==> config.mk <==
export PLATFORM = sky130hd
export DESIGN_NAME = serial_port
export DESIGN_NICKNAME = d
export VERILOG_FILES = /design/src/hw/serial_port_pkg.sv /design/src/hw/serial_port.sv /design/src/hw/baud_gen.sv /design/src/hw/pin_sync.sv
export VERILOG_INCLUDE_DIRS = /design/src /design/src/hw
export SDC_FILE = /design/constraint.sdc
export NUM_CORES = 1
export LEC_CHECK = 0
export BUFFER_PORTS_ARGS = -buffer_cell sky130_fd_sc_hd__buf_4
export CAP_MARGIN = 0
export CORE_ASPECT_RATIO = 0.75
export CORE_MARGIN = 5
export CORE_UTILIZATION = 55
export CTS_CLUSTER_DIAMETER = 60
export DETAILED_ROUTE_END_ITERATION = 8
export PLACE_DENSITY = 0.78
export SYNTH_ARGS = -nofsm -noshare
export SYNTH_HDL_FRONTEND = slang
export SYNTH_SLANG_ARGS = --single-unit
==> constraint.sdc <==
create_clock -name clk_i -period 5.37 [get_ports clk_i]
set_input_delay 1.074 -clock clk_i [delete_from_list [all_inputs] [get_ports clk_i]]
set_output_delay 1.074 -clock clk_i [all_outputs]
set_load 0.005 [all_outputs]
==> src/hw/serial_port_defines.svh <==
`ifndef SERIAL_PORT_DEFINES_SVH
`define SERIAL_PORT_DEFINES_SVH
// Register indices on the plain register port
`define SP_FORMAT_ADDR   3'h0
`define SP_RATE_ADDR     3'h1
`define SP_CTRL_ADDR     3'h2
`define SP_TXH_ADDR      3'h3
`define SP_STAT_ADDR     3'h4
`define SP_RXH_ADDR      3'h5
// Reset values
`define SP_FORMAT_RST    8'h00
`define SP_RATE_RST      8'hFF
`define SP_CTRL_RST      8'h00
`define SP_TXH_RST       8'hFF
`define SP_STAT_RST      8'h84
`define SP_RXH_RST       8'h00
// Control field positions
`define CT_TXE_IE        7
`define CT_RX_IE         6
`define CT_TX_EN         5
`define CT_RX_ON         4
`define CT_ADDR_WAIT     3
`define CT_TXD_IE        2
`define CT_EXT_CLK       1
`define CT_SCK_OUT       0
// Status field positions
`define ST_TX_EMPTY      7
`define ST_RX_FULL       6
`define ST_OVERRUN       5
`define ST_FRAMING       4
`define ST_PARITY        3
`define ST_TX_DONE       2
`define ST_RX_ADDR       1
`define ST_TX_ADDR       0
// Format field positions
`define FM_SYNC          7
`define FM_SEVEN         6
`define FM_PAR_EN        5
`define FM_PAR_ODD       4
`define FM_TWO_STOP      3
`define FM_MULTI         2
// Oversampling in asynchronous mode
`define SP_OVERSAMPLE    16
`endif

==> src/hw/serial_port_pkg.sv <==
package serial_port_pkg;
  typedef enum logic [1:0] {
    PRESCALE_DIV4,
    PRESCALE_DIV16,
    PRESCALE_DIV64,
    PRESCALE_DIV256
  } prescale_type;
  typedef enum logic [1:0] {
    TX_IDLE,
    TX_LOAD,
    TX_SHIFT
  } tx_state_type;
  typedef enum logic [1:0] {
    RX_IDLE,
    RX_SHIFT,
    RX_DONE
  } rx_state_type;
endpackage

==> src/hw/serial_port.sv <==
`include "serial_port_defines.svh"
module serial_port (
  input  wire logic       clk_i,
  input  wire logic       arst_n_i,
  input  wire logic       standby_i,
  input  wire logic [2:0] addr_i,
  input  wire logic [7:0] wdata_i,
  input  wire logic       wr_i,
  input  wire logic       rd_i,
  output logic      [7:0] rdata_o,
  input  wire logic       dma_tx_wr_i,
  input  wire logic [7:0] dma_tx_data_i,
  input  wire logic       dma_rx_rd_i,
  input  wire logic       rxd_i,
  output logic            txd_o,
  input  wire logic       sck_i,
  output logic            sck_o,
  output logic            sck_oe_o,
  output logic            tx_empty_irq_o,
  output logic            rx_full_irq_o,
  output logic            rx_error_irq_o,
  output logic            tx_done_irq_o
);
  logic [1:0] rst_sync;
  logic       rst_n;
  logic [7:0] format_reg, next_format_reg;
  logic [7:0] rate_reg, next_rate_reg;
  logic [7:0] ctrl_reg, next_ctrl_reg;
  logic [7:0] tx_holding, next_tx_holding;
  logic [7:0] stat_reg, next_stat_reg;
  logic [7:0] rx_holding, next_rx_holding;
  logic [7:0] seen_one, next_seen_one;
  logic [7:0] next_rdata;
  logic       brg_tick, rxd_s, sck_s, sck_d, next_sck_d;
  logic       sync_mode, ext_clk, os_tick;
  logic [3:0] tx_os, next_tx_os, rx_os, next_rx_os;
  logic [11:0] tx_shifter, next_tx_shifter;
  logic [3:0] tx_bits, next_tx_bits;
  logic [10:0] rx_shifter, next_rx_shifter;
  logic [3:0] rx_bits, next_rx_bits;
  logic       next_txd, next_sck_o, next_sck_oe;
  logic       sck_gen, next_sck_gen;
  logic       tx_bit_edge, rx_sample;
  serial_port_pkg::tx_state_type tx_state, next_tx_state;
  serial_port_pkg::rx_state_type rx_state, next_rx_state;

  always_ff @(posedge clk_i or negedge arst_n_i) begin
    if (!arst_n_i) begin
      rst_sync <= 2'h0;
    end else begin
      rst_sync <= {rst_sync[0], 1'b1};
    end
  end
  assign rst_n = rst_sync[1];

  baud_gen u_brg (
    .clk_i   (clk_i),
    .rst_n_i (rst_n),
    .sel_i   (serial_port_pkg::prescale_type'(format_reg[1:0])),
    .rate_i  (rate_reg),
    .tick_o  (brg_tick)
  );
  pin_sync u_rxd (.clk_i(clk_i), .rst_n_i(rst_n), .pin_i(rxd_i),
                  .level_o(rxd_s));
  pin_sync u_sck (.clk_i(clk_i), .rst_n_i(rst_n), .pin_i(sck_i),
                  .level_o(sck_s));

  assign sync_mode = format_reg[`FM_SYNC];
  assign ext_clk   = ctrl_reg[`CT_EXT_CLK];

  // Bit timing and clock pin
  always_comb begin
    next_sck_d   = sck_s;
    next_sck_gen = sck_gen;
    next_tx_os   = tx_os;
    next_rx_os   = rx_os;
    tx_bit_edge  = 1'b0;
    rx_sample    = 1'b0;
    // external 16x clock counts rising pin edges
    os_tick = ext_clk ? (sck_s && !sck_d) : brg_tick;
    if (sync_mode) begin
      // bit clock is the internal tick or the pin
      if (ext_clk) begin
        tx_bit_edge = !sck_s && sck_d;
        rx_sample   = sck_s && !sck_d;
      end else if (brg_tick) begin
        next_sck_gen = !sck_gen;
        tx_bit_edge  = sck_gen;
        rx_sample    = !sck_gen;
      end
    end else if (os_tick) begin
      next_tx_os  = tx_os + 4'h1;
      next_rx_os  = rx_os + 4'h1;
      tx_bit_edge = (tx_os == 4'hF);
      rx_sample   = (rx_os == 4'h7);
    end
    // Receive phase restarts while waiting for a start bit
    if (rx_state == serial_port_pkg::RX_IDLE) begin
      next_rx_os = 4'h0;
    end
    next_sck_oe = 1'b0;
    next_sck_o  = 1'b1;
    if (sync_mode && !ext_clk) begin
      next_sck_oe = 1'b1;
      next_sck_o  = (tx_state == serial_port_pkg::TX_SHIFT) ? sck_gen : 1'b1;
    end else if (!sync_mode && !ext_clk && ctrl_reg[`CT_SCK_OUT]) begin
      next_sck_oe = 1'b1;
      next_sck_o  = tx_os[3];
    end
  end

  // Registers, flags and both shifters
  always_comb begin
    logic       wr_stat, rd_stat, tx_clear, par;
    logic       mp_bit, stop_ok, par_ok, rx_done;
    logic [7:0] rdat;
    next_format_reg = format_reg;
    next_rate_reg   = rate_reg;
    next_ctrl_reg   = ctrl_reg;
    next_tx_holding = tx_holding;
    next_stat_reg   = stat_reg;
    next_rx_holding = rx_holding;
    next_seen_one   = seen_one;
    next_tx_state   = tx_state;
    next_tx_shifter = tx_shifter;
    next_tx_bits    = tx_bits;
    next_rx_state   = rx_state;
    next_rx_shifter = rx_shifter;
    next_rx_bits    = rx_bits;
    next_txd        = txd_o;
    next_rdata      = 8'h00;
    wr_stat  = wr_i && addr_i == `SP_STAT_ADDR;
    rd_stat  = rd_i && addr_i == `SP_STAT_ADDR;
    tx_clear = 1'b0;
    rx_done  = 1'b0;
    mp_bit   = 1'b0;
    stop_ok  = 1'b1;
    par_ok   = 1'b1;
    rdat     = 8'h00;
    par      = 1'b0;
    if (rd_i) begin
      if (addr_i == `SP_FORMAT_ADDR) begin
        next_rdata = format_reg;
      end else if (addr_i == `SP_RATE_ADDR) begin
        next_rdata = rate_reg;
      end else if (addr_i == `SP_CTRL_ADDR) begin
        next_rdata = ctrl_reg;
      end else if (addr_i == `SP_TXH_ADDR) begin
        next_rdata = tx_holding;
      end else if (addr_i == `SP_STAT_ADDR) begin
        next_rdata = stat_reg;
      end else if (addr_i == `SP_RXH_ADDR) begin
        next_rdata = rx_holding;
      end
    end
    if (wr_i) begin
      if (addr_i == `SP_FORMAT_ADDR) begin
        next_format_reg = wdata_i;
      end else if (addr_i == `SP_RATE_ADDR) begin
        next_rate_reg = wdata_i;
      end else if (addr_i == `SP_CTRL_ADDR) begin
        next_ctrl_reg = wdata_i;
      end else if (addr_i == `SP_TXH_ADDR) begin
        next_tx_holding = wdata_i;
      end
    end
    if (rd_stat) begin
      next_seen_one = seen_one | stat_reg;
    end
    // zero clears only a flag read as 1
    if (wr_stat) begin
      for (int i = 3; i < 8; i++) begin
        if (!wdata_i[i] && seen_one[i]) begin
          next_stat_reg[i] = 1'b0;
          next_seen_one[i] = 1'b0;
        end
      end
      // only the transmit address bit is writable
      next_stat_reg[`ST_TX_ADDR] = wdata_i[`ST_TX_ADDR];
    end
    // DMA write fills holding and clears empty
    if (dma_tx_wr_i) begin
      next_tx_holding              = dma_tx_data_i;
      next_stat_reg[`ST_TX_EMPTY]  = 1'b0;
    end
    tx_clear = stat_reg[`ST_TX_EMPTY] && !next_stat_reg[`ST_TX_EMPTY];
    if (tx_clear) begin
      next_stat_reg[`ST_TX_DONE] = 1'b0;
    end
    if (dma_rx_rd_i) begin
      next_stat_reg[`ST_RX_FULL] = 1'b0;
    end

    // transmitter runs once empty flag is clear
    case (tx_state)
      serial_port_pkg::TX_IDLE: begin
        next_txd = 1'b1;
        if (ctrl_reg[`CT_TX_EN] && !stat_reg[`ST_TX_EMPTY]) begin
          next_tx_state = serial_port_pkg::TX_LOAD;
        end
      end
      serial_port_pkg::TX_LOAD: begin
        par = ^tx_holding ^ format_reg[`FM_PAR_ODD];
        if (format_reg[`FM_SEVEN] && !sync_mode) begin
          par = ^tx_holding[6:0] ^ format_reg[`FM_PAR_ODD];
        end
        if (sync_mode) begin
          next_tx_shifter = {4'hF, tx_holding};
          next_tx_bits    = 4'h8;
        end else begin
          next_tx_shifter = {3'h7, tx_holding, 1'b0};
          next_tx_bits    = 4'hA;
          if (format_reg[`FM_SEVEN]) begin
            next_tx_shifter[8] = 1'b1;
            next_tx_bits       = 4'h9;
          end
          if (format_reg[`FM_MULTI] || format_reg[`FM_PAR_EN]) begin
            next_tx_shifter[next_tx_bits - 4'h1] = format_reg[`FM_MULTI] ?
              stat_reg[`ST_TX_ADDR] : par;
            next_tx_bits = next_tx_bits + 4'h1;
          end
          next_tx_bits = next_tx_bits + {3'h0, format_reg[`FM_TWO_STOP]};
        end
        next_stat_reg[`ST_TX_EMPTY] = 1'b1;
        next_tx_state = serial_port_pkg::TX_SHIFT;
      end
      default: begin
        if (tx_bit_edge) begin
          next_txd        = tx_shifter[0];
          next_tx_shifter = {1'b1, tx_shifter[11:1]};
          next_tx_bits    = tx_bits - 4'h1;
          if (tx_bits == 4'h1) begin
            if (!stat_reg[`ST_TX_EMPTY] && ctrl_reg[`CT_TX_EN]) begin
              next_tx_state = serial_port_pkg::TX_LOAD;
            end else begin
              // last bit out with nothing waiting
              next_stat_reg[`ST_TX_DONE] = 1'b1;
              next_tx_state = serial_port_pkg::TX_IDLE;
            end
          end
        end
      end
    endcase

    // start bit or first sync-mode sample edge (pin or internal tick) begins reception
    case (rx_state)
      serial_port_pkg::RX_IDLE: begin
        next_rx_bits = 4'h0;
        if (ctrl_reg[`CT_RX_ON]) begin
          if (sync_mode && rx_sample) begin
            next_rx_shifter = {rxd_s, rx_shifter[10:1]};
            next_rx_bits    = 4'h1;
            next_rx_state   = serial_port_pkg::RX_SHIFT;
          end else if (!sync_mode && !rxd_s) begin
            next_rx_state = serial_port_pkg::RX_SHIFT;
          end
        end
      end
      serial_port_pkg::RX_SHIFT: begin
        if (!ctrl_reg[`CT_RX_ON]) begin
          next_rx_state = serial_port_pkg::RX_IDLE;
        end else if (rx_sample) begin
          next_rx_shifter = {rxd_s, rx_shifter[10:1]};
          next_rx_bits    = rx_bits + 4'h1;
          if (next_rx_bits == (sync_mode ? 4'h8 : 4'h2 +
              (format_reg[`FM_SEVEN] ? 4'h7 : 4'h8) +
              {3'h0, format_reg[`FM_MULTI] | format_reg[`FM_PAR_EN]})) begin
            next_rx_state = serial_port_pkg::RX_DONE;
          end
        end
      end
      default: begin
        rx_done       = 1'b1;
        next_rx_state = serial_port_pkg::RX_IDLE;
      end
    endcase
    if (rx_done) begin
      if (sync_mode) begin
        rdat = rx_shifter[10:3];
      end else begin
        rdat    = format_reg[`FM_SEVEN] ? {1'b0, rx_shifter[9:3]} :
                  rx_shifter[9:2];
        stop_ok = rx_shifter[10];
        if (format_reg[`FM_MULTI] || format_reg[`FM_PAR_EN]) begin
          rdat    = format_reg[`FM_SEVEN] ? {1'b0, rx_shifter[8:2]} :
                    rx_shifter[8:1];
          mp_bit  = rx_shifter[9];
          par_ok  = format_reg[`FM_MULTI] ||
                    ((^rdat ^ mp_bit) == format_reg[`FM_PAR_ODD]);
        end
        if (format_reg[`FM_SEVEN] || format_reg[`FM_MULTI] ||
            format_reg[`FM_PAR_EN]) begin
          stop_ok = rx_shifter[10];
        end
      end
      if (!sync_mode && format_reg[`FM_MULTI] &&
          ctrl_reg[`CT_ADDR_WAIT] && !mp_bit) begin
        rdat = rx_holding;
      end else begin
        if (!sync_mode && format_reg[`FM_MULTI]) begin
          next_stat_reg[`ST_RX_ADDR]  = mp_bit;
          next_ctrl_reg[`CT_ADDR_WAIT] = 1'b0;
        end
        if (stat_reg[`ST_RX_FULL]) begin
          next_stat_reg[`ST_OVERRUN] = 1'b1;
        end else if (!stop_ok || !par_ok) begin
          next_rx_holding            = rdat;
          next_stat_reg[`ST_FRAMING] = next_stat_reg[`ST_FRAMING] | !stop_ok;
          next_stat_reg[`ST_PARITY]  = next_stat_reg[`ST_PARITY] | !par_ok;
        end else begin
          next_rx_holding            = rdat;
          next_stat_reg[`ST_RX_FULL] = 1'b1;
        end
      end
    end
    if (!ctrl_reg[`CT_TX_EN]) begin
      next_stat_reg[`ST_TX_EMPTY] = 1'b1;
      next_stat_reg[`ST_TX_DONE]  = 1'b1;
      next_tx_state               = serial_port_pkg::TX_IDLE;
    end
  end

  always_ff @(posedge clk_i or negedge rst_n) begin
    if (!rst_n) begin
      format_reg <= `SP_FORMAT_RST;
      rate_reg   <= `SP_RATE_RST;
      ctrl_reg   <= `SP_CTRL_RST;
      tx_holding <= `SP_TXH_RST;
      stat_reg   <= `SP_STAT_RST;
      rx_holding <= `SP_RXH_RST;
      seen_one   <= 8'h00;
      rdata_o    <= 8'h00;
      tx_state   <= serial_port_pkg::TX_IDLE;
      rx_state   <= serial_port_pkg::RX_IDLE;
      tx_shifter <= 12'hFFF;
      rx_shifter <= 11'h000;
      tx_bits    <= 4'h0;
      rx_bits    <= 4'h0;
      tx_os      <= 4'h0;
      rx_os      <= 4'h0;
      sck_d      <= 1'b1;
      sck_gen    <= 1'b1;
      txd_o      <= 1'b1;
      sck_o      <= 1'b1;
      sck_oe_o   <= 1'b0;
    end else if (standby_i) begin
      format_reg <= `SP_FORMAT_RST;
      rate_reg   <= `SP_RATE_RST;
      ctrl_reg   <= `SP_CTRL_RST;
      tx_holding <= `SP_TXH_RST;
      stat_reg   <= `SP_STAT_RST;
      rx_holding <= `SP_RXH_RST;
      seen_one   <= 8'h00;
      rdata_o    <= 8'h00;
      tx_state   <= serial_port_pkg::TX_IDLE;
      rx_state   <= serial_port_pkg::RX_IDLE;
      tx_shifter <= 12'hFFF;
      rx_shifter <= 11'h000;
      tx_bits    <= 4'h0;
      rx_bits    <= 4'h0;
      tx_os      <= 4'h0;
      rx_os      <= 4'h0;
      sck_d      <= sck_s;
      sck_gen    <= 1'b1;
      txd_o      <= 1'b1;
      sck_o      <= 1'b1;
      sck_oe_o   <= 1'b0;
    end else begin
      format_reg <= next_format_reg;
      rate_reg   <= next_rate_reg;
      ctrl_reg   <= next_ctrl_reg;
      tx_holding <= next_tx_holding;
      stat_reg   <= next_stat_reg;
      rx_holding <= next_rx_holding;
      seen_one   <= next_seen_one;
      rdata_o    <= next_rdata;
      tx_state   <= next_tx_state;
      rx_state   <= next_rx_state;
      tx_shifter <= next_tx_shifter;
      rx_shifter <= next_rx_shifter;
      tx_bits    <= next_tx_bits;
      rx_bits    <= next_rx_bits;
      tx_os      <= next_tx_os;
      rx_os      <= next_rx_os;
      sck_d      <= next_sck_d;
      sck_gen    <= next_sck_gen;
      txd_o      <= next_txd;
      sck_o      <= next_sck_o;
      sck_oe_o   <= next_sck_oe;
    end
  end

  always_ff @(posedge clk_i or negedge rst_n) begin
    if (!rst_n) begin
      tx_empty_irq_o <= 1'b0;
      rx_full_irq_o  <= 1'b0;
      rx_error_irq_o <= 1'b0;
      tx_done_irq_o  <= 1'b0;
    end else begin
      tx_empty_irq_o <= next_stat_reg[`ST_TX_EMPTY] &
                        next_ctrl_reg[`CT_TXE_IE] & !standby_i;
      rx_full_irq_o  <= next_stat_reg[`ST_RX_FULL] &
                        next_ctrl_reg[`CT_RX_IE] & !standby_i;
      rx_error_irq_o <= (|next_stat_reg[5:3]) &
                        next_ctrl_reg[`CT_RX_IE] & !standby_i;
      tx_done_irq_o  <= next_stat_reg[`ST_TX_DONE] &
                        next_ctrl_reg[`CT_TXD_IE] & !standby_i;
    end
  end

  logic rx_done_w;
  assign rx_done_w = rx_state == serial_port_pkg::RX_DONE;

  AST_RESET_STAT: assert property (@(posedge clk_i)
    $rose(rst_n) |-> stat_reg == `SP_STAT_RST)
    else $error("status not 0x84 after reset");
  AST_TX_OFF_EMPTY: assert property (@(posedge clk_i) disable iff (!rst_n)
    !ctrl_reg[`CT_TX_EN] && !standby_i |=> stat_reg[`ST_TX_EMPTY])
    else $error("empty flag not held while disabled");
  AST_TXE_IRQ: assert property (@(posedge clk_i) disable iff (!rst_n)
    ##1 tx_empty_irq_o == (stat_reg[7] & ctrl_reg[7]))
    else $error("transmit-empty request mismatch");
  AST_RX_IRQ: assert property (@(posedge clk_i) disable iff (!rst_n)
    ##1 rx_full_irq_o == (stat_reg[6] & ctrl_reg[6]))
    else $error("receive-full request mismatch");
  AST_NO_SET_BY_WRITE: assert property (@(posedge clk_i) disable iff (!rst_n)
    wr_i && addr_i == `SP_STAT_ADDR && !stat_reg[`ST_OVERRUN] && !rx_done_w
    |=> !stat_reg[`ST_OVERRUN])
    else $error("write set a flag");
  AST_TXD_IRQ: assert property (@(posedge clk_i) disable iff (!rst_n)
    ##1 tx_done_irq_o == (stat_reg[2] & ctrl_reg[2]))
    else $error("transmit-end request mismatch");
  AST_ERR_IRQ: assert property (@(posedge clk_i) disable iff (!rst_n)
    ##1 rx_error_irq_o == ((|stat_reg[5:3]) & ctrl_reg[6]))
    else $error("receive-error request mismatch");
  AST_RO_DONE: assert property (@(posedge clk_i) disable iff (!rst_n)
    wr_i && addr_i == `SP_STAT_ADDR && !stat_reg[2] && !standby_i &&
    tx_state != serial_port_pkg::TX_SHIFT && ctrl_reg[5]
    |=> !stat_reg[2])
    else $error("transmit-end written");
endmodule

==> src/hw/baud_gen.sv <==
`include "serial_port_defines.svh"
module baud_gen (
  input  wire logic                        clk_i,
  input  wire logic                        rst_n_i,
  input  wire serial_port_pkg::prescale_type sel_i,
  input  wire logic [7:0]                  rate_i,
  output logic                             tick_o
);
  logic [7:0] pre;
  logic [7:0] next_pre;
  logic [7:0] cnt;
  logic [7:0] next_cnt;
  logic       pre_hit;
  logic       next_tick;

  always_comb begin
    case (sel_i)
      serial_port_pkg::PRESCALE_DIV4:  pre_hit = (pre[1:0] == 2'h3);
      serial_port_pkg::PRESCALE_DIV16: pre_hit = (pre[3:0] == 4'hF);
      serial_port_pkg::PRESCALE_DIV64: pre_hit = (pre[5:0] == 6'h3F);
      default:                         pre_hit = (pre == 8'hFF);
    endcase
    next_pre  = pre + 8'h01;
    next_cnt  = cnt;
    next_tick = 1'b0;
    if (pre_hit) begin
      if (cnt >= rate_i) begin
        next_cnt  = 8'h00;
        next_tick = 1'b1;
      end else begin
        next_cnt = cnt + 8'h01;
      end
    end
  end

  always_ff @(posedge clk_i or negedge rst_n_i) begin
    if (!rst_n_i) begin
      pre    <= 8'h00;
      cnt    <= 8'h00;
      tick_o <= 1'b0;
    end else begin
      pre    <= next_pre;
      cnt    <= next_cnt;
      tick_o <= next_tick;
    end
  end
endmodule

==> src/hw/pin_sync.sv <==
module pin_sync (
  input  wire logic clk_i,
  input  wire logic rst_n_i,
  input  wire logic pin_i,
  output logic      level_o
);
  logic [2:0] stage;
  logic       next_level;

  // Change accepted when second and third stage agree
  always_comb begin
    next_level = level_o;
    if (stage[1] == stage[2]) begin
      next_level = stage[2];
    end
  end

  always_ff @(posedge clk_i or negedge rst_n_i) begin
    if (!rst_n_i) begin
      stage   <= 3'h7;
      level_o <= 1'b1;
    end else begin
      stage   <= {stage[1:0], pin_i};
      level_o <= next_level;
    end
  end
endmodule

### After elaboration in Yosys (flattened, before gate mapping)

Cells that the tools add are included.

* $add $sub $neg: 11
* $lt $le $gt $ge: 3
* equality and inequality tests: 44
* multiplexer cells: 169
* bitwise logic cells: 15
* reduce and logical (&&, ||, !) cells: 82

Operators by type and width (count)
* 8-bit two-way mux: 39
* 4-bit two-way mux: 22
* 1-bit two-way mux: 72
* 11-bit two-way mux: 5
* 12-bit two-way mux: 4
* 2-bit two-way mux: 15
* 12-bit one-hot mux with 2 select lines: 1
* 11-bit one-hot mux with 2 select lines: 1
* 1-bit logical AND: 21
* 2-bit nonzero test: 10
* 3-bit inequality test (second input constant): 6
* 3-bit AND reduction: 6
* 3-bit nonzero test: 6
* 1-bit zero test: 17
* 4-bit by 1-bit adder with 4-bit output (second input constant): 4
* 8-bit by 1-bit adder with 8-bit output (second input constant): 2
* 2-bit inequality test (second input constant): 8
* 4-bit one-hot mux with 2 select lines: 2
* 8-bit XOR reduction: 2
* 12-bit bitwise mux: 1
* 4-bit inequality test (second input constant): 3
* 5-bit two-way mux: 2
* 5-bit by 2-bit inequality test with 1-bit output (second input constant): 2
* 2-bit AND reduction: 5
* 37 further kinds: 68

* flip-flop bits (word level): 143
* input bits: 28
* output and inout bits: 15
* word-level logic and storage cells: 361

### Logic depth before layout (Yosys ltp)

Gate-level depths: netlist of run 1.

* word-level depth: 17
* gate-level depth with buffers: 9
* gate-level depth less buffers: 9

### By module

From an unflattened synthesis of run 1, not the netlist that was laid out.

* cell total of the unflattened synthesis: 780
* area total of the unflattened synthesis: 7614.8 um^2

By module, submodules not included
* serial_port: instances 1, cells each 668, area each 6319.8 um^2, seq. area each 2842.7 um^2
* baud_gen: instances 1, cells each 102, area each 1062.3 um^2, seq. area each 425.4 um^2
* pin_sync: instances 2, cells each 5, area each 116.4 um^2, seq. area each 105.1 um^2

### Worst setup path after synthesis of run 1

No wires, ideal clock.

* path kind: input to register
* from: input port addr_i[2]
* to: register tx_done_irq_o
* setup time: 0.127 ns
* arrival time: 2.191 ns
* slack: 3.052 ns
* stages: 7
* cell sequence: clkbuf_1 > nand4bb_1 > clkbuf_1 > nor3b_1 > o21ai_0 > a32oi_1 > a21boi_1

* cells in the longest elaborated chain, start to end: 14
* elaborated cells between the ends (all ways): 21
* classes of those cells: eq/ne: 3; mux: 12; bitwise: 2; reduce/logical: 4

Ends and longest elaborated chain
* from (decl): line serial_port.sv:6 `input wire logic [2:0] addr_i,`
* 3-bit equality test (no source line)
* 1-bit logical AND (no source line)
* 5-bit two-way mux: line serial_port.sv:171 `if (wr_stat) begin`
* 1-bit two-way mux: line serial_port.sv:182 `if (dma_tx_wr_i) begin`
* 1-bit zero test: line serial_port.sv:186 `` tx_clear = stat_reg[`ST_TX_EMPTY] && !next_stat_reg[`ST_TX_EMPTY]; ``
* 1-bit logical AND: line serial_port.sv:186
* 1-bit two-way mux: line serial_port.sv:187 `if (tx_clear) begin`
* 1-bit two-way mux: line serial_port.sv:233 `` if (!stat_reg[`ST_TX_EMPTY] && ctrl_reg[`CT_TX_EN]) begin ``
* 1-bit two-way mux: line serial_port.sv:232 `if (tx_bits == 4'h1) begin`
* 1-bit two-way mux: line serial_port.sv:228 `if (tx_bit_edge) begin`
* 1-bit two-way mux: line serial_port.sv:195 `case (tx_state)`
* 1-bit two-way mux: line serial_port.sv:316 `` if (!ctrl_reg[`CT_TX_EN]) begin ``
* 1-bit AND (*) (2 in series): line serial_port.sv:406 `` tx_done_irq_o <= next_stat_reg[`ST_TX_DONE] & ``
* to (signal assigned): line serial_port.sv:406
* to (decl): line serial_port.sv:22 `output logic tx_done_irq_o`

Mark *: on every way between the ends. The rest lies on a longest branch, timed or not. The select of a mux whose other input is x is not followed.
A chain may end at the register's enable or synchronous reset.

### Final worst setup path of run 1

* from: input port standby_i
* to: register rdata_o[3]

* cells in the longest elaborated chain, start to end: 1

Ends and longest elaborated chain
* from (decl): line serial_port.sv:5 `input wire logic standby_i,`
* 8-bit two-way mux: line serial_port.sv:346 `end else if (standby_i) begin`
* to (signal assigned): line serial_port.sv:376 `rdata_o <= next_rdata;`
* to (decl): line serial_port.sv:10 `output logic [7:0] rdata_o,`

No other way between the ends.

==> results of run 1 <==
==> final cells by class <==
| class | instances | area [sq um] | area share (%) |
|---|---|---|---|
| clock buffer | 20 | 467 | 5.65 |
| sequential | 137 | 3480 | 42.1 |
| inverter | 26 | 97.6 | 1.18 |
| clock inverter | 12 | 100 | 1.21 |
| multi-input combinational | 545 | 3570 | 43.1 |
| timing repair buffer | 45 | 338 | 4.09 |
| tap | 171 | 214 | 2.59 |
==> stage by stage <==
step | setup slack (ns) | instances | power, mW | util, %
2_1_floorplan | 1.34 | 748 | 1.29 | -
3_3_place_gp | 2.44 | 924 | 1.36 | 59.1
3_5_place_dp | 2.26 | 924 | 1.37 | 59.1
4_1_cts | 2.70 | 956 | 2.49 | 63.5
5_1_grt | 2.44 | 956 | 2.57 | 63.5
6_report | 2.59 | 956 | 2.48 | 63.5
==> critical path, stage by stage <==
cell and delay [ns]:
buf_4 0.28, buf_4 0.33, nor2b_1 0.22, a21boi_0 0.67, o221ai_1 0.26, a211oi_1 0.23
==> cells in the mapped netlist, types with 3 or more instances <==
cell type | count | area, sq um
dfrtp_1 | 97 | 2430
nor2_1 | 92 | 345
a21oi_1 | 65 | 325
nand2_1 | 61 | 229
dfstp_2 | 40 | 1050
mux2i_1 | 40 | 400
o21ai_0 | 29 | 145
clkbuf_1 | 26 | 97.6
inv_1 | 26 | 97.6
xnor2_1 | 23 | 201
nor2b_1 | 22 | 138
ha_1 | 19 | 238
o221ai_1 | 13 | 114
a211oi_1 | 12 | 90.1
xor2_1 | 12 | 105
nand2b_1 | 11 | 68.8
nand3_1 | 11 | 55.1
o21ai_1 | 11 | 55.1
nor3_1 | 10 | 50.1
mux2_2 | 9 | 101
o22a_1 | 9 | 78.8
o22ai_1 | 9 | 56.3
a211o_1 | 7 | 61.3
and3_1 | 7 | 43.8
buf_2 | 6 | 30.0
a21o_1 | 5 | 37.5
a22o_1 | 5 | 43.8
buf_1 | 5 | 18.8
nand3b_1 | 5 | 37.5
a221oi_1 | 3 | 26.3
a32oi_1 | 3 | 26.3
nand4_1 | 3 | 18.8
nor3b_1 | 3 | 22.5
o31a_1 | 3 | 26.3
o31ai_1 | 3 | 22.5
or3_1 | 3 | 18.8
==> kinds of logic after synthesis <==
kind of cell | Yosys count | synth area share [%]
AND/OR/NAND/NOR | 245 | 16.4
buffers and inverters | 66 | 3.74
XOR/XNOR | 36 | 4.50
adder cells (fa/ha/maj) | 21 | 3.52
other | 1 | 0.0512
multiplexers | 49 | 6.86
AO/OA/AOI/OAI | 193 | 17.4
flip-flops | 137 | 47.5
==> path summary, 6_finish.rpt <==
| kind | end | slack [ns] | cells after the start |
|---|---|---|---|
| setup reg to reg | rx_error_irq_o | 2.74 | 7 |
| hold / removal | rst_sync[1] | 0.35 | 0 |
| max in group asynchronous | tx_bits[0] | 3.55 | 1 |
| min in group asynchronous | rst_sync[1] | 0.42 | 1 |
| hold reg to reg | rst_sync[1] | 0.35 | 0 |
| setup / recovery | rdata_o[3] | 2.59 | 6 |
==> per-layer routing <==
layer | vias to the layer above | global-route usage (%)
met1 | 2894 | 36.7
li1 | 2683 | -
met5 | - | 0
met2 | 286 | 37.8
met3 | 23 | 4.04
met4 | 0 | 7.19
==> power by group through the flow <==
stage | combinational, mW | clock, mW | sequential, mW
2_1_floorplan | 0.150 | 0 | 1.14
3_3_place_gp | 0.204 | 0 | 1.16
3_5_place_dp | 0.214 | 0 | 1.16
4_1_cts | 0.218 | 1.13 | 1.14
5_1_grt | 0.245 | 1.17 | 1.15
6_report | 0.220 | 1.11 | 1.14
==> metrics.md, run 1 <==
| Metric | Value |
|---|---|
| All-Layer GR Usage | 24.8% |
| Layout cells sized above 1 | 18.2% |
| Power per Cell Area | 300 nW/um^2 |
| CP Launch Type | primary input |
| TritonCTS buffer count | 17 |
| # fillers | 999 |
| Highest Clock Rate | 360 MHz |
| Setup Buffers After CTS | 0 |
| Initial antenna violation count | 0 |
| Final Max Tran Viols | 0 |
| Post-CTS Hold Buffers | 0 |
| CTS tree | yes |
| Avg Synthesized Cell Area | 9.78 sq um |
| CTS max path bufs | 2 |
| Largest registers | rx_shifter (10), tx_shifter (10) |
| Gate power share | 8.9% |
| CTS root buf | clkbuf_16 |
| Crit. Startpoint | standby_i |
| Max Used Layer | met4 |
| Post-route cell area | 8260 sq um |
| DR DRC count | 0 |
| Sequential area share after synthesis | 47.5% |
| DR WL met2 | 8.33 mm |
| Area after DPL | 7700 sq um |
| Net Count, Synth | 795 |
| Least-Margin Pin Slew | 1.09 ns |
| Slew HR | 27.4% |
| Insertion delay to the later sink of the worst-skew pair | 0.42 ns |
| Met1 wire length | 8.09 mm |
| Power Internal | 1.85 mW |
| Worst setup EP type | register |
| Die X | 143 um |
| Max-cap violations | 0 |
| Hold Crit Class | register to register |
| Sinks on Clock Net | 137 |
| Largest net degree at the start of global routing | 84 |
| GR Overflow Total | 0 |
| CP arrival | 3.10 ns |
| Seq pwr share | 46.2% |
| First-pass GRT wire length | 30.5 mm |
| Via count | 5886 |
| Post-route setup TNS | 0 ns |
| Leakage | 3.66 nW |
| Layout net count | 819 |
| Vias in the first global route | 5837 |
| Std-Cell Rows | 36 |
| Drt first pass iters | 7 |
| Vias per std cell | 6.16 |
| Diodes inserted | 0 |
| DRT iter0 DRCs | 540 |
| GPL Wtd Cong | 0.968 |
| Async S/R FF share, synth | 100% |
| VDD IR max | 0.210 mV |
| I/O pin cnt | 43 |
| Area Overhead vs Synth | 12.9% |
| DIE AREA | 15700 sq um |
| Sw frac | 25.3% |
| Gate Count Post-Synth | 748 |
| DR WL met3 | 1.71 mm |
| Final HPWL DP | 12.6 mm |
| Post-CTS sizing | 0 |
| Min-delay src | rst_sync[0] |
| Routed WL | 18.4 mm |
| Period utilization | 51.7% |
| Status | finished, final reports clean |
| Ys Warns | 0 |
| Commonest non-fill, non-tap cell in the layout | dfrtp_1 |
| Cell area after synthesis | 7320 sq um |
| # port buffers | 42 |
| Number of synthesized flops with an enable pin | 0 |
| Post-synthesis cell type count | 68 |
| Final hold violations | 0 |
| Clk network pwr share | 44.9% |
| Setup-failing EPs final | 0 |
| Initial Util | 56.2% |
| Crit Reg-Reg Startpoint | format_reg[7] |
| Post-route ant nets | 0 |
| Critical path class | primary input to register |
| Die extent in y | 110 um |
| RSZ-0062 raised after global routing | no |
| Most frequent cells in the layout | dfrtp_1 (96), nor2_1 (92), a21oi_1 (65) |
| WL/cell | 19.2 um |
| Psw | 0.625 mW |
| Required time worst endpoint | 5.69 ns |
| Most used flip-flop cell after synthesis | dfrtp_1 |
| Skew final | 0.00850 ns |
| Hold WS | 0.352 ns |
| Clock transition at the registers of the reported paths | 0.06 ns |
| Core region area | 13000 sq um |
| H-tree levels | 4 |
| Flops & latches, synth | 137 |
| CP max FO | 55 |
| Crit path time final | 2.78 ns |
(Power assumes the default switching activity.)
==> run 2, diff against run 1 <==
==> constraint.sdc (replaced) <==
create_clock -name clk_i -period 2.7 [get_ports clk_i]
set_input_delay 0.54 -clock clk_i [delete_from_list [all_inputs] [get_ports clk_i]]
set_output_delay 0.54 -clock clk_i [all_outputs]
set_load 0.005 [all_outputs]
==> metrics.md, run 2 (same netlist as run 1, synthesis figures left out) <==
| Metric | Value |
|---|---|
| Status | finished, final reports clean |
| Max-cap violations | 0 (unchanged) |
| DR WL met2 | 8.44 mm (+1.3%) |
| Via count | 5907 (+0.36%) |
| Area Overhead vs Synth | 15.5% |
| Skew final | 0.00793 ns (-0.000569 ns) |
| Seq pwr share | 43.1% (-3.1 points) |
| Slew HR | 46.3% (+19 points) |
| Crit path time final | 2.31 ns |
| Flop2flop setup slack | 0.39 ns (-2.35 ns) |
| Core region area | 13000 sq um (unchanged) |
| CP Launch Type | register |
| Required time worst endpoint | 3.01 ns (-2.68 ns) |
| VDD IR max | 0.483 mV (+130%) |
| Power Internal | 4.00 mW (+120%) |
| Highest Clock Rate | 433 MHz |
| Critical path class | register to register |
| Post-CTS Hold Buffers | 1 (+1) |
| Largest registers | rx_shifter (10), tx_shifter (10) |
| Vias in the first global route | 5882 (+0.77%) |
| CP max FO | 7 (-87%) |
| TritonCTS buffer count | 17 (unchanged) |
| Psw | 1.26 mW (+100%) |
| DIE AREA | 15700 sq um (unchanged) |
| Hold WS | 0.228 ns (-0.124 ns) |
| Setup Buffers After CTS | 0 (unchanged) |
| CTS root buf | clkbuf_16 |
| Met1 wire length | 8.04 mm (-0.61%) |
| All-Layer GR Usage | 24.3% (-0.45 points) |
| Die X | 143 um (unchanged) |
| DR WL met3 | 1.59 mm (-6.7%) |
| Post-route setup TNS | 0 ns (unchanged) |
| GR Overflow Total | 0 (unchanged) |
| Clock transition at the registers of the reported paths | 0.06 ns (about the same) |
| Std-Cell Rows | 36 (unchanged) |
| Power per Cell Area | 622 nW/um^2 (+110%) |
| DR DRC count | 0 (unchanged) |
| Post-CTS sizing | 0 (unchanged) |
| Layout cells sized above 1 | 19.2% (+0.98 points) |
| Vias per std cell | 6.10 (-0.89%) |
| Final HPWL DP | 12.9 mm (+1.9%) |
| Layout net count | 831 (+1.5%) |
| Sinks on Clock Net | 137 (unchanged) |
| Sw frac | 23.9% (-1.3 points) |
| Period utilization | 85.5% |
| Leakage | 3.75 nW (+2.5%) |
| RSZ-0062 raised after global routing | no |
| Gate power share | 8.9% (about the same) |
| Post-layout util | 64.9% (+1.4 points) |
| Setup-failing EPs final | 0 (unchanged) |
| DRT iter0 DRCs | 502 (-7.0%) |
| Least-Margin Pin Slew | 0.799 ns (-0.290 ns) |
| First-pass GRT wire length | 30.1 mm (-1.4%) |
| # port buffers | 42 (unchanged) |
| Drt first pass iters | 6 (-1) |
| I/O pin cnt | 43 (unchanged) |
| Final hold violations | 0 (unchanged) |
| H-tree levels | 4 (unchanged) |
| CTS max path bufs | 2 (unchanged) |
| Final Max Tran Viols | 0 (unchanged) |
| Post-route ant nets | 0 (unchanged) |
| Commonest non-fill, non-tap cell in the layout | dfrtp_1 |
| Diodes inserted | 0 (unchanged) |
| Hold Crit Class | primary input to register |
| Most frequent cells in the layout | dfrtp_1 (96), nor2_1 (92), a21oi_1 (65) |
| Initial Util | 56.2% (unchanged) |
| GPL Wtd Cong | 0.901 (-6.9%) |
| Initial antenna violation count | 0 (unchanged) |
| Clk network pwr share | 48.0% (+3.1 points) |
| Die extent in y | 110 um (unchanged) |
| # fillers | 960 (-3.9%) |
| Max Used Layer | met4 |
| Routed WL | 18.4 mm (+0.30%) |
| Largest net degree at the start of global routing | 71 (-15%) |
| Insertion delay to the later sink of the worst-skew pair | 0.42 ns (about the same) |
| WL/cell | 19.0 um (-0.94%) |
| Worst setup EP type | register |
| CP arrival | 2.61 ns (-0.49 ns) |
| CTS tree | yes |
-- run 2: cell types whose count changed in the layout (fill, tap and decap cells not counted) --
cell,change
clkbuf_8,+1
clkinv_4,-1
clkinvlp_4,+1
clkinv_1,+1
buf_12,+1
buf_4,+10
dlygate4sd3_1,+1
bufinv_16,+3
clkinv_2,-5
-- run 2: cell type report --
class	count	area [sq um]	area share, %
multi-input combinational	545	3570	42.2
sequential	137	3480	41.2
clock buffer	21	480	5.69
timing repair buffer	57	443	5.24
tap	171	214	2.53
clock inverter	11	168	1.98
inverter	26	97.6	1.15
-- run 2: worst max-delay path, cell delays in order (launching register included) --
cell     delay, ns
dfrtp_1       0.39
ha_1          0.23
and3_1        0.22
and3_1        0.23
a32oi_1       0.58
nor2_1        0.24
mux2_2        0.31
-- run 2: worst paths after layout --
check                                  to          from  cells after the start
max                          u_brg.cnt[0]  u_brg.pre[0]                      6
min                        u_rxd.stage[0]         rxd_i                      1
max reg2reg                  u_brg.cnt[0]  u_brg.pre[0]                      6
min reg2reg                 rx_holding[6]   rst_sync[1]                      0
max in group asynchronous     rate_reg[0]   rst_sync[1]                      1
min in group asynchronous   rx_holding[6]   rst_sync[1]                      0
-- run 2: stage by stage --
step / std cells / power (mW) / area (sq um) / setup WS [ns]
finish: 968 / 5.26 / 8450 / 0.393
global route: 968 / 5.44 / 8450 / 0.282
CTS: 968 / 5.27 / 8450 / 0.402
detailed placement: 935 / 2.75 / 7790 / 0.436
global placement: 935 / 2.72 / 7790 / 0.561
floorplan: 748 / 2.57 / 7320 / 0.461
-- run 2: power groups by stage --
stage                     clock [mW]  combinational [mW]  sequential [mW]
after floorplan                    0               0.299             2.27
after global placement             0               0.437             2.29
after detailed placement           0               0.458             2.30
after CTS                       2.54               0.468             2.26
after global routing            2.65               0.518             2.28
final                           2.52               0.470             2.27
-- run 2: layer usage --
layer  GRT usage, %  up-vias
met5              0        -
met4           7.87        0
met1           33.7     2888
met2           37.3      260
met3           6.83       47
li1               -     2712
